[config.mk]
export PLATFORM = sky130hd
export DESIGN_NAME = can_acceptance_filter
export DESIGN_NICKNAME = d
export VERILOG_FILES = /design/src/can_accept_pkg.sv /design/src/can_acceptance_filter.sv /design/src/acceptance_match.sv
export SDC_FILE = /design/constraint.sdc
export NUM_CORES = 1
export LEC_CHECK = 0
export CORE_ASPECT_RATIO = 1.4
export CORE_MARGIN = 3
export CORE_UTILIZATION = 60
export DETAILED_ROUTE_END_ITERATION = 6
export DONT_BUFFER_PORTS = 1
export GPL_TIMING_DRIVEN = 0
export PLACE_DENSITY = 0.76
export SETUP_SLACK_MARGIN = 0.2
export SYNTH_ARGS = -nofsm -noshare
export SYNTH_HDL_FRONTEND = slang
export SYNTH_SLANG_ARGS = --single-unit
[constraint.sdc]
create_clock -name sys_clk_i -period 3.5 [get_ports sys_clk_i]
set_clock_uncertainty 0.05 [all_clocks]
set_input_delay 0.525 -clock sys_clk_i [delete_from_list [all_inputs] [get_ports sys_clk_i]]
set_output_delay 0.525 -clock sys_clk_i [all_outputs]
set_load 0.02 [all_outputs]
[src/can_accept_pkg.sv]
package can_accept_pkg;

  // ---------------------------------------------------------------------------
  // Bus and register widths
  // ---------------------------------------------------------------------------
  localparam int          ADDR_W      = 9;
  localparam int          DATA_W      = 32;
  localparam int          REG_W       = 8;
  localparam int          IDX_W       = 7;
  localparam int          WORD_BITS   = 32;

  // ---------------------------------------------------------------------------
  // Filters, masks and receive buffers
  // ---------------------------------------------------------------------------
  localparam int          NUM_FILT    = 6;
  localparam int          NUM_MASK    = 2;
  localparam int          NUM_BUF     = 2;
  localparam int          BUF0_FILTS  = 2;
  localparam int          HDR_BYTES   = 5;
  localparam int          DATA_BYTES  = 8;
  localparam int          BUF_BYTES   = HDR_BYTES + DATA_BYTES;

  // ---------------------------------------------------------------------------
  // Register indices (byte address is four times the index)
  // ---------------------------------------------------------------------------
  localparam logic [IDX_W-1:0] FILT_BASE [0:NUM_FILT-1] =
    '{7'h00, 7'h04, 7'h08, 7'h10, 7'h14, 7'h18};
  localparam logic [IDX_W-1:0] MASK_BASE [0:NUM_MASK-1] = '{7'h20, 7'h24};
  localparam logic [IDX_W-1:0] MODE_CTRL     = 7'h0f;
  localparam logic [IDX_W-1:0] RX0_CTRL      = 7'h60;
  localparam logic [IDX_W-1:0] RX1_CTRL      = 7'h70;
  localparam logic [IDX_W-1:0] RX0_DATA_BYTE = 7'h66;
  localparam logic [IDX_W-1:0] RX1_DATA_BYTE = 7'h76;
  localparam logic [IDX_W-1:0] BUF_SPAN      = 7'h0d;

  // ---------------------------------------------------------------------------
  // Packed filter/mask word: [31:24] sid hi, [23:16] sid lo, [15:0] ext low
  // ---------------------------------------------------------------------------
  localparam logic [31:0] FILT_IMPL   = 32'hffeb_ffff;
  localparam logic [31:0] MASK_IMPL   = 32'hffe3_ffff;
  localparam logic [31:0] CARE_SID    = 32'hffe0_0000;
  localparam logic [31:0] CARE_EID_HI = 32'h0003_0000;
  localparam logic [31:0] CARE_EID_LO = 32'h0000_ffff;
  localparam logic [31:0] LANE_BYTE   = 32'h0000_00ff;
  localparam int          EXTENDED_ONLY_SELECT_BIT   = 19;
  localparam logic [31:0] FILT_RESET  = 32'h0000_0000;
  localparam logic [31:0] MASK_RESET  = 32'h0000_0000;

  // ---------------------------------------------------------------------------
  // Control register fields and reset values
  // ---------------------------------------------------------------------------
  localparam int          CONFIG_BIT    = 0;
  localparam int          ROLLOVER_ENABLE_BIT      = 2;
  localparam int          FILTER_HIT_CODE_W      = 3;
  localparam logic        CONFIG_RESET  = 1'b1;
  localparam logic        ROLLOVER_ENABLE_RESET    = 1'b0;
  localparam logic [7:0]  BYTE_RESET    = 8'h00;

endpackage : can_accept_pkg

[src/can_acceptance_filter.sv]
// Design decision made here: the Avalon-MM register port.
`timescale 1ns/1ps

module can_acceptance_filter
  import can_accept_pkg::*;
(
  // Clock and reset
  input  wire logic              sys_clk_i,
  input  wire logic              rstn_i,
  // Avalon-MM slave
  input  wire logic [ADDR_W-1:0] avs_address_i,
  input  wire logic              avs_read_i,
  input  wire logic              avs_write_i,
  input  wire logic [DATA_W-1:0] avs_writedata_i,
  input  wire logic [3:0]        avs_byteenable_i,
  output logic      [DATA_W-1:0] avs_readdata_o,
  output logic                   avs_waitrequest_o,
  // Message assembly buffer
  input  wire logic              mab_valid_i,
  input  wire logic [10:0]       mab_sid_i,
  input  wire logic [17:0]       mab_eid_i,
  input  wire logic              mab_ide_i,
  input  wire logic              mab_rtr_i,
  input  wire logic [3:0]        mab_dlc_i,
  input  wire logic [63:0]       mab_data_i,
  // Buffer-full flags from the buffer logic
  input  wire logic              rx0_full_i,
  input  wire logic              rx1_full_i,
  // Store strobes and mode
  output logic                   rx0_load_o,
  output logic                   rx1_load_o,
  output logic                   config_mode_o
);

  // ---------------------------------------------------------------------------
  // State
  // ---------------------------------------------------------------------------
  logic [31:0]         filt      [0:NUM_FILT-1];
  logic [31:0]         mask      [0:NUM_MASK-1];
  logic [REG_W-1:0]    buf_mem   [0:NUM_BUF-1][0:BUF_BYTES-1];
  logic                config_mode;
  logic                rollover_enable;
  logic                filter_hit_bit0;
  logic [FILTER_HIT_CODE_W-1:0] filter_hit_code1;
  logic                waitreq;
  logic [DATA_W-1:0]   readdata;
  logic                rx0_load;
  logic                rx1_load;

  // ---------------------------------------------------------------------------
  // Bus decode
  // ---------------------------------------------------------------------------
  logic [IDX_W-1:0]    reg_idx;
  logic                req;
  logic                rd_take;
  logic                wr_take;
  logic [4:0]          lane_shift;
  logic [31:0]         lane_mask;
  logic [31:0]         lane_data;
  logic [IDX_W-1:0]    off0;
  logic [IDX_W-1:0]    off1;
  logic                buf0_sel;
  logic                buf1_sel;
  logic                next_waitreq;
  logic [REG_W-1:0]    rd_byte;

  // Word index from byte address; only lane 0 carries register data
  assign reg_idx      = avs_address_i[ADDR_W-1:2];
  assign req          = avs_read_i || avs_write_i;
  assign rd_take      = avs_read_i && waitreq;
  assign wr_take      = avs_write_i && !waitreq && avs_byteenable_i[0];
  // Packed word keeps the high identifier byte at the lowest index
  assign lane_shift   = {~reg_idx[1:0], 3'b000};
  assign lane_mask    = LANE_BYTE << lane_shift;
  assign lane_data    = {24'h00_0000, avs_writedata_i[REG_W-1:0]} << lane_shift;
  assign off0         = reg_idx - RX0_CTRL;
  assign off1         = reg_idx - RX1_CTRL;
  assign buf0_sel     = (reg_idx > RX0_CTRL) && (off0 <= BUF_SPAN);
  assign buf1_sel     = (reg_idx > RX1_CTRL) && (off1 <= BUF_SPAN);
  // One wait cycle per access; waitrequest rises again right after each acceptance
  assign next_waitreq = !(req && waitreq);

  // ---------------------------------------------------------------------------
  // Filter and mask selects
  // ---------------------------------------------------------------------------
  logic [NUM_FILT-1:0] filt_sel;
  logic [NUM_MASK-1:0] mask_sel;
  logic                mode_sel;
  logic                ctrl0_sel;
  logic                ctrl1_sel;

  assign mode_sel  = (reg_idx == MODE_CTRL);
  assign ctrl0_sel = (reg_idx == RX0_CTRL);
  assign ctrl1_sel = (reg_idx == RX1_CTRL);

  // ---------------------------------------------------------------------------
  // Frame compare vector
  // ---------------------------------------------------------------------------
  logic [15:0]         low_bits;
  logic [31:0]         frame_bits;
  logic [31:0]         care_bits;
  logic [NUM_FILT-1:0] hits;

  // Standard frames use data bytes 0 and 1 in place of the low extended bits
  assign low_bits   = mab_ide_i ? mab_eid_i[15:0]
                                : {mab_data_i[7:0], mab_data_i[15:8]};
  assign frame_bits = {mab_sid_i, 3'b000, mab_eid_i[17:16], low_bits};
  // Remote standard frames carry no data, so only the identifier counts
  assign care_bits  = mab_ide_i ? (CARE_SID | CARE_EID_HI | CARE_EID_LO)
                    : (mab_rtr_i ? CARE_SID : (CARE_SID | CARE_EID_LO));

  // ---------------------------------------------------------------------------
  // Per-filter storage and compare
  // ---------------------------------------------------------------------------
  genvar gi;
  generate
    for (gi = 0; gi < NUM_FILT; gi++) begin : g_filt
      localparam int MIDX = (gi < BUF0_FILTS) ? 0 : 1;

      assign filt_sel[gi] = (reg_idx[IDX_W-1:2] == FILT_BASE[gi][IDX_W-1:2]);

      // Filter words change only in configuration mode
      always_ff @(posedge sys_clk_i or negedge rstn_i) begin
        if (!rstn_i) begin
          filt[gi] <= FILT_RESET;
        end else if (wr_take && config_mode && filt_sel[gi]) begin
          filt[gi] <= (filt[gi] & ~lane_mask) | (lane_data & lane_mask & FILT_IMPL);
        end
      end

      // Filters 0,1 share mask 0; filters 2..5 share mask 1
      acceptance_match u_match (
        .filter_i     (filt[gi]),
        .mask_i       (mask[MIDX]),
        .frame_bits_i (frame_bits),
        .care_i       (care_bits),
        .ide_i        (mab_ide_i),
        .hit_o        (hits[gi])
      );
    end

    for (gi = 0; gi < NUM_MASK; gi++) begin : g_mask
      assign mask_sel[gi] = (reg_idx[IDX_W-1:2] == MASK_BASE[gi][IDX_W-1:2]);

      // Mask words change only in configuration mode
      always_ff @(posedge sys_clk_i or negedge rstn_i) begin
        if (!rstn_i) begin
          mask[gi] <= MASK_RESET;
        end else if (wr_take && config_mode && mask_sel[gi]) begin
          mask[gi] <= (mask[gi] & ~lane_mask) | (lane_data & lane_mask & MASK_IMPL);
        end
      end
    end
  endgenerate

  // ---------------------------------------------------------------------------
  // Acceptance decision
  // ---------------------------------------------------------------------------
  // Lowest-numbered hit among the buffer 1 filters
  function automatic logic [FILTER_HIT_CODE_W-1:0] first_hit(input logic [NUM_FILT-1:0] h);
    logic [FILTER_HIT_CODE_W-1:0] code;
    code = '0;
    for (int i = NUM_FILT - 1; i >= BUF0_FILTS; i--) begin
      if (h[i]) begin
        code = FILTER_HIT_CODE_W'(i);
      end
    end
    return code;
  endfunction : first_hit

  logic                frame_ok;
  logic                hit0;
  logic                hit1;
  logic                code0;
  logic                roll;
  logic                store0;
  logic                store1;
  logic [FILTER_HIT_CODE_W-1:0] code1;

  // Frames are ignored while the filters are being reconfigured
  assign frame_ok = mab_valid_i && !config_mode;
  assign hit0     = hits[0] || hits[1];
  assign hit1     = |hits[NUM_FILT-1:BUF0_FILTS];
  assign code0    = !hits[0];
  assign roll     = hit0 && rx0_full_i && rollover_enable;
  // Buffer 0 has priority, so a frame lands in one buffer at most
  assign store0   = frame_ok && hit0 && !rx0_full_i;
  assign store1   = frame_ok && !rx1_full_i && (roll || (!hit0 && hit1));
  // Rollover carries the buffer 0 filter number into buffer 1
  assign code1    = hit0 ? {2'b00, code0} : first_hit(hits);

  // ---------------------------------------------------------------------------
  // Frame image for the receive buffers
  // ---------------------------------------------------------------------------
  logic [REG_W-1:0] frame_bytes [0:BUF_BYTES-1];

  assign frame_bytes[0] = mab_sid_i[10:3];
  assign frame_bytes[1] = {mab_sid_i[2:0], 1'b0, mab_ide_i, 1'b0, mab_eid_i[17:16]};
  assign frame_bytes[2] = mab_eid_i[15:8];
  assign frame_bytes[3] = mab_eid_i[7:0];
  assign frame_bytes[4] = {1'b0, mab_rtr_i, 2'b00, mab_dlc_i};

  generate
    for (gi = 0; gi < DATA_BYTES; gi++) begin : g_data
      assign frame_bytes[HDR_BYTES+gi] = mab_data_i[gi*REG_W +: REG_W];
    end
  endgenerate

  // Buffer contents; a dropped frame leaves both buffers as they were
  always_ff @(posedge sys_clk_i or negedge rstn_i) begin
    if (!rstn_i) begin
      for (int b = 0; b < NUM_BUF; b++) begin
        for (int k = 0; k < BUF_BYTES; k++) begin
          buf_mem[b][k] <= BYTE_RESET;
        end
      end
    end else begin
      for (int k = 0; k < BUF_BYTES; k++) begin
        if (store0) begin
          buf_mem[0][k] <= frame_bytes[k];
        end
        if (store1) begin
          buf_mem[1][k] <= frame_bytes[k];
        end
      end
    end
  end

  // ---------------------------------------------------------------------------
  // Control registers
  // ---------------------------------------------------------------------------
  // Filter-hit fields move only when a frame is really stored
  always_ff @(posedge sys_clk_i or negedge rstn_i) begin
    if (!rstn_i) begin
      filter_hit_bit0  <= 1'b0;
      filter_hit_code1 <= '0;
    end else begin
      if (store0 || (store1 && roll)) begin
        filter_hit_bit0 <= code0;
      end
      if (store1) begin
        filter_hit_code1 <= code1;
      end
    end
  end

  // Mode and rollover bits are writable at any time
  always_ff @(posedge sys_clk_i or negedge rstn_i) begin
    if (!rstn_i) begin
      config_mode     <= CONFIG_RESET;
      rollover_enable <= ROLLOVER_ENABLE_RESET;
    end else if (wr_take) begin
      if (mode_sel) begin
        config_mode <= avs_writedata_i[CONFIG_BIT];
      end
      if (ctrl0_sel) begin
        rollover_enable <= avs_writedata_i[ROLLOVER_ENABLE_BIT];
      end
    end
  end

  // ---------------------------------------------------------------------------
  // Read mux
  // ---------------------------------------------------------------------------
  logic [31:0] filt_rd;
  logic [31:0] mask_rd;

  // Unmapped indices read as zero
  always_comb begin
    filt_rd = '0;
    mask_rd = '0;
    for (int i = 0; i < NUM_FILT; i++) begin
      if (filt_sel[i]) begin
        filt_rd = filt[i] >> lane_shift;
      end
    end
    for (int i = 0; i < NUM_MASK; i++) begin
      if (mask_sel[i]) begin
        mask_rd = mask[i] >> lane_shift;
      end
    end
    if (|filt_sel) begin
      rd_byte = filt_rd[REG_W-1:0];
    end else if (|mask_sel) begin
      rd_byte = mask_rd[REG_W-1:0];
    end else if (mode_sel) begin
      rd_byte = {7'h00, config_mode};
    end else if (ctrl0_sel) begin
      // Rollover, its read-only copy, then the hit bit
      rd_byte = {5'h00, rollover_enable, rollover_enable, filter_hit_bit0};
    end else if (ctrl1_sel) begin
      rd_byte = {5'h00, filter_hit_code1};
    end else if (buf0_sel) begin
      rd_byte = buf_mem[0][off0[3:0] - 4'h1];
    end else if (buf1_sel) begin
      rd_byte = buf_mem[1][off1[3:0] - 4'h1];
    end else begin
      rd_byte = BYTE_RESET;
    end
  end

  // ---------------------------------------------------------------------------
  // Bus handshake and output flops
  // ---------------------------------------------------------------------------
  // Read data is caught in the wait cycle so it stands when waitrequest drops
  always_ff @(posedge sys_clk_i or negedge rstn_i) begin
    if (!rstn_i) begin
      waitreq  <= 1'b1;
      readdata <= '0;
    end else begin
      waitreq <= next_waitreq;
      if (rd_take) begin
        readdata <= {24'h00_0000, rd_byte};
      end
    end
  end

  // Store strobes are one-cycle pulses after the decision edge
  always_ff @(posedge sys_clk_i or negedge rstn_i) begin
    if (!rstn_i) begin
      rx0_load <= 1'b0;
      rx1_load <= 1'b0;
    end else begin
      rx0_load <= store0;
      rx1_load <= store1;
    end
  end

  assign avs_readdata_o    = readdata;
  assign avs_waitrequest_o = waitreq;
  assign rx0_load_o        = rx0_load;
  assign rx1_load_o        = rx1_load;
  assign config_mode_o     = config_mode;

endmodule : can_acceptance_filter

[src/acceptance_match.sv]
`timescale 1ns/1ps

module acceptance_match
  import can_accept_pkg::*;
(
  // Filter and mask words
  input  wire logic [31:0] filter_i,
  input  wire logic [31:0] mask_i,
  // Frame compare bits
  input  wire logic [31:0] frame_bits_i,
  input  wire logic [31:0] care_i,
  input  wire logic        ide_i,
  // Result
  output logic             hit_o
);

  // ---------------------------------------------------------------------------
  // Bit compare
  // ---------------------------------------------------------------------------
  // A bit rejects only where mask is one and received differs from filter
  logic [31:0] reject_bits;
  logic        type_ok;

  assign reject_bits = (frame_bits_i ^ filter_i) & mask_i & care_i;
  // Frame type must agree with the filter's extended-only select
  assign type_ok     = (filter_i[EXTENDED_ONLY_SELECT_BIT] == ide_i);
  assign hit_o       = type_ok && !(|reject_bits);

endmodule : acceptance_match

Yosys cells after proc, flatten, opt, wreduce, memory -nomap -nowiden
Index checks and enable logic that the tools add are counted.
{ "op_classes": {"magnitude_cmp": 6, "addsub": 4, "multipliers": 0, "bitwise": 39, "shift": 10, "n_div": 0, "n_eq_ne": 16, "n_reduce_logical": 59, "muxes": 29} }
{ "op_table": {"columns": ["cell", "n"], "rows": [
  ["32-bit AND", 21],
  ["32-bit bitwise OR", 8],
  ["32-bit by 5-bit >> shifter with 8-bit output", 8],
  ["32-bit OR reduction", 6],
  ["32-bit bitwise XOR", 6],
  ["8-bit two-way mux", 19],
  ["8-bit binary-select mux with 4-bit select", 2],
  ["16-bit two-way mux", 2],
  ["32-bit inverter", 1],
  ["8-bit by 5-bit << shifter with 32-bit output", 1],
  ["8-bit by 5-bit << shifter with 32-bit output, first input constant", 1],
  ["1-bit logical AND", 30],
  ["18-bit two-way mux", 1],
  ["5-bit by 3-bit == test with 1-bit output, second input constant", 3],
  ["3-bit two-way mux", 5],
  ["7-bit == test, second input constant", 2],
  ["7-bit > comparator, second input constant", 2],
  ["7-bit by 4-bit <= comparator with 1-bit output, second input constant", 2],
  ["7-bit subtractor, second input constant", 2],
  ["1-bit zero test", 13],
  ["5-bit by 4-bit == test with 1-bit output, second input constant", 2],
  ["5-bit greater-or-equal comparator, second input constant", 2],
  ["4-bit inverter with 5-bit output", 2],
  ["4-bit by 1-bit subtractor with 4-bit output, second input constant", 2],
  ["11 further kinds", 20]
]} }
{ "totals": {"memories": 0, "ff_bits": 471, "mem_bits_ro": 0, "latch_bits": 0, "ram_bits": 0, "out_inout_bits": 36} }

Depth between registers and ports, before layout
{ "depth": {"ltp_word": 14, "depth_mapped": 16, "ltp_nobuf": 10} }

Cells and area by module
A second synthesis with hierarchy kept.
{ "unflattened": {"cells_unflattened": 2483, "hier_area_um2": 24886.4} }
{ "by_module_without_submodules": {"columns": ["module", "cells_per_inst", "seq_area_each_um2", "instances", "area_each_um2"], "rows": [
  ["can_acceptance_filter", 2027, 11788.8, 1, 21770.9],
  ["acceptance_match", 76, 0.0, 6, 519.2]
]} }

Worst setup path after synthesis
OpenSTA, ideal clock, no wires.
{ "synth_path": {"path_kind": "input -> register", "from": "input port avs_address_i[2]", "to": "register readdata[1], in the netlist avs_readdata_o[1]", "path_slack_ns": -0.704, "t_arrival_ns": 4.034, "required_time_ns": 3.330, "setup_ns": 0.120, "stages": 14, "cell_sequence": "clkbuf_1 buf_1 clkinv_1 clkbuf_1 ha_1 buf_1 clkbuf_1 mux4_2 a221oi_1 a31oi_1 a221oi_1 a21oi_1 a21oi_1 nor2_1"} }
{ "synth_via": {"elab_chain_cells": 13, "elab_cells_between_ends": 45, "cone_classes": "add/sub (4); order compare (4); eq/ne (3); shift (8); mux (21); bitwise (3); reduce/logical (2)"} }
{ "synth_lines": {"columns": ["element", "line", "rtl"], "rows": [
  ["start, declared", "can_acceptance_filter.sv:11", "input wire logic [ADDR_W-1:0] avs_address_i,"],
  ["7-bit subtractor", "can_acceptance_filter.sv:77", "assign off1 = reg_idx - RX1_CTRL;"],
  ["4-bit by 1-bit subtractor with 4-bit output", "can_acceptance_filter.sv:296", "rd_byte = buf_mem[1][off1[3:0] - 4'h1];"],
  ["4-bit inverter with 5-bit output (not written as such)", "can_acceptance_filter.sv:296", null],
  ["8-bit binary-select mux with 4-bit select", "can_acceptance_filter.sv:296", null],
  ["8-bit two-way mux (not written as such) (2 in series)", "can_acceptance_filter.sv:296", null],
  ["8-bit two-way mux", "can_acceptance_filter.sv:295", "end else if (buf1_sel) begin"],
  ["8-bit two-way mux", "can_acceptance_filter.sv:293", "end else if (buf0_sel) begin"],
  ["8-bit two-way mux", "can_acceptance_filter.sv:291", "end else if (ctrl1_sel) begin"],
  ["8-bit two-way mux", "can_acceptance_filter.sv:288", "end else if (ctrl0_sel) begin"],
  ["8-bit two-way mux", "can_acceptance_filter.sv:286", "end else if (mode_sel) begin"],
  ["8-bit two-way mux", "can_acceptance_filter.sv:284", "end else if (|mask_sel) begin"],
  ["8-bit two-way mux *", "can_acceptance_filter.sv:282", "if (|filt_sel) begin"],
  ["end signal, assigned", "can_acceptance_filter.sv:313", "readdata <= {24'h00_0000, rd_byte};"],
  ["end, declared", "can_acceptance_filter.sv:46", "logic [DATA_W-1:0] readdata;"]
]} }
Mark *: on every way between the ends. The rest lies on a longest branch, timed or not. The select of a mux whose other input is x is not followed.
A chain may end at the register's enable or synchronous reset.

Worst setup path after layout
{ "layout_path": {"from": "input port avs_address_i[2]", "to": "register readdata[0], in the netlist avs_readdata_o[0]"} }
Same word-level chain as after synthesis.

==> flow_metrics.env <==
export IMPL_status="finished with violations"
export IMPL_violations="negative hold slack, max-slew violations"
export IMPL_p_seq_frac=0.446
export IMPL_die_h_um=249
export IMPL_whs_ps=-384
export IMPL_switching_power_mw=3.73
export IMPL_drtAntennaViolNets=0
export IMPL_crit_family="buffers and inverters"
export IMPL_async_flop_share=1.00
export IMPL_cp_end_kind="register"
export IMPL_drv_slew=45
export IMPL_synth_warnings=0
export IMPL_dieArea_um2=44600
export IMPL_cp_max_fo=11
export IMPL_path_cells="clkbuf_4 -> buf_12 -> inv_4 -> clkbuf_8 -> ha_2 -> xor2_4 -> clkbuf_8 -> clkbuf_4 -> mux2i_4 -> a2111oi_0 -> a211oi_1 -> o21ai_0 -> a211oi_1 -> nor2_1"
export IMPL_ys_seq_elements=471
export IMPL_cts_sinks=471
export IMPL_pwr_share_comb=0.160
export IMPL_worst_slew_pin_slew_ps=1530
export IMPL_routabilityCongestion=1.12
export IMPL_fin_util=0.716
export IMPL_leakage_nw=12.5
export IMPL_initial_utilization=0.609
export IMPL_dr_first_iter_drc_count=2599
export IMPL_p_int_mw=10.4
export IMPL_swShare=0.265
export IMPL_critPathBufInv=6
export IMPL_grt_busiest_layer="met2"
export IMPL_arrival_ps=3870
export IMPL_design_area_um2=29700
export IMPL_setup_slack_ps=35.5
export IMPL_via_per_inst=6.95
export IMPL_hold_class="in2async"
export IMPL_core_area_um2=41400
export IMPL_grt_pass1_wl_um=140000
export IMPL_firstDrtPassIters=6
export IMPL_regToRegEndpoint="buf_mem[36]"
export IMPL_gr_usage_met2=0.678
export IMPL_seq_area_um2=11800
export IMPL_syn_to_final_growth_pct=17.6
export IMPL_rrSetupSlack_ps=120
export IMPL_max_freq_mhz=289
export IMPL_wirelength_um=103000
export IMPL_ys_seq_area_frac=0.467
export IMPL_synth_most_common_cell="dfrtp_1"
export IMPL_first_global_vias=20400
export IMPL_nNetsFinal=2530
export IMPL_post_dp_hpwl_um=72400
export IMPL_cp_slowest_stage_delay_ps=390
export IMPL_drive_above_1_share=0.264
export IMPL_maxCapViolations=0
export IMPL_grt_setup_unrepaired="true"
export IMPL_track_usage=0.440
export IMPL_hold_violations=469
export IMPL_root_buffer="clkbuf_16"
export IMPL_cts_buffers=47
export IMPL_fillers=2894
export IMPL_rows=88
export IMPL_wl_per_cell_um=34.9
export IMPL_synth_edf_count=0
export IMPL_dp_cells=2776
export IMPL_insertion_delay_ps=590
export IMPL_ys_top_cells_by_area="dfrtp_1 (47%), mux4_2 (8.9%), nand2_1 (5.9%), mux2_2 (5.8%), o21ai_0 (5.3%)"
export IMPL_antenna_found_initial=0
export IMPL_grt_max_degree=472
export IMPL_instances_no_fill=2945
export IMPL_placed_cell_area_um2=26000
export IMPL_synth_area_per_cell_um2=11.4
export IMPL_ctsLongestPathBuffers=3
export IMPL_port_buffers=0
export IMPL_ir_worst_vdd_mv=0.394
export IMPL_syn_area_um2=25200
export IMPL_synth_top_cells_by_count="dfrtp_1 (469), nand2_1 (395), o21ai_0 (269)"
export IMPL_synth_cells=2213
export IMPL_overflow=0
export IMPL_path_clk_slew_ps=70
export IMPL_met3_usage=0.102
export IMPL_critical_path_class="in2reg"
export IMPL_max_slew_margin_rel=-0.0171
export IMPL_dr_total_vias=20500
export IMPL_ioPinCount=187
export IMPL_p_per_area_nw_per_um2=475
export IMPL_yosys_area_top_type="dfrtp_1"
export IMPL_synth_cell_type_count=66
export IMPL_finalSetupViolCount=0
export IMPL_period_share=0.990
export IMPL_layout_min_cycle_time_ps=3460
export IMPL_synth_top_area_share=0.465
export IMPL_post_route_drc_count=0
export IMPL_crit_slowest_cell="a211oi_1"
export IMPL_start_kind="primary input"
export IMPL_multi_input_area_um2=13100
export IMPL_cts_tree="done"
export IMPL_place_ws_ps=-1520
export IMPL_htreeDepth=2
export IMPL_p_clk_frac=0.394
export IMPL_synthFlopType="dfrtp_1"
export IMPL_grt_use_met1=0.507
export IMPL_cts_hold_buf=2
export IMPL_cp_data_required_time_ps=3900
export IMPL_die_w_um=179
export IMPL_r2r_cells=11
through the flow:
stage | hold WS [ps] | total power, mW | TNS, ps
final | -384 | 14.1 | 0
after global routing | -403 | 14.4 | 0
after CTS | -409 | 13.8 | 0
after detailed placement | 192 | 8.15 | -392930
after global placement | 189 | 8.07 | -375690
after floorplan | 179 | 7.57 | 0
layout by cell type (no fill, tap or decap), drive strengths merged, types with 12 or more instances in the layout:
| cell | synthesis | final |
|---|---|---|
| a21oi | 30 | 30 |
| o21ai | 269 | 269 |
| mux2i | 88 | 88 |
| nand2b | 69 | 69 |
| ha | 12 | 12 |
| conb | 1 | 24 |
| nor2 | 41 | 41 |
| xnor2 | 38 | 38 |
| nand2 | 395 | 395 |
| mux2 | 209 | 209 |
| nor3 | 12 | 12 |
| nand4 | 14 | 14 |
| a22oi | 46 | 46 |
| dfrtp | 469 | 469 |
| buf | 64 | 137 |
| xor2 | 86 | 86 |
| and2 | 21 | 21 |
| a2111oi | 22 | 22 |
| clkinv | 2 | 13 |
| clkbuf | 84 | 153 |
| nand3 | 13 | 13 |
| inv | 13 | 15 |
| a221oi | 25 | 25 |
| mux4 | 100 | 100 |
power groups by stage:
| stage | combinational (mW) | clock, mW | sequential [mW] |
|---|---|---|---|
| finish | 2.25 | 5.55 | 6.29 |
| detailed placement | 1.82 | 0 | 6.33 |
| floorplan | 1.35 | 0 | 6.22 |
| global placement | 1.78 | 0 | 6.30 |
| CTS | 2.02 | 5.53 | 6.25 |
| global route | 2.30 | 5.77 | 6.32 |
layer usage:
layer,wire length (um),vias to the layer above
li1,-,8230
met1,33100,10100
met2,46100,1529
met3,10800,599
met4,12900,0
met5,0,-
cells by family (layout without fill, tap and decap cells):
family,Yosys count,after routing,share of synthesized area
buffers and inverters,163,331,0.0366
multiplexers,397,397,0.234
XOR/XNOR,124,124,0.0431
flip-flops,471,471,0.467
other,1,25,0.000149
AO/OA/AOI/OAI,458,458,0.111
adder cells (fa/ha/maj),12,12,0.00595
AND/OR/NAND/NOR,587,587,0.102
worst max-delay path by stage:
stage                                start                end  slack [ps]  depth (start not counted)
after floorplan                  mab_ide_i       buf_mem[102]          90                         12
after global placement    avs_address_i[2]  avs_readdata_o[7]       -1510                         13
after detailed placement  avs_address_i[2]  avs_readdata_o[7]       -1520                         13
after CTS                 avs_address_i[2]  avs_readdata_o[7]         160                         10
after global routing             mab_ide_i        buf_mem[36]          70                         16
final                     avs_address_i[2]  avs_readdata_o[0]          40                         14
area by class of cell:
class / count / area share
diodes: 1 / 0.0000844
plain buffers: 148 / 0.0390
clock buffers: 62 / 0.0457
clock inverters: 24 / 0.0110
inverters: 15 / 0.00198
multi-input cells: 1602 / 0.441
flip-flops and latches: 471 / 0.397
well taps: 540 / 0.0228
repair buffers: 82 / 0.0410
timing repair:
action	4_1_cts	5_1_grt
pin swaps	23	18
setup endpoints to repair	339	215
cloned	3	12
resized for setup	123	101
buffers inserted	46	19
hold endpoints to repair	472	471
Note: power is estimated with default switching activity, not from simulation.
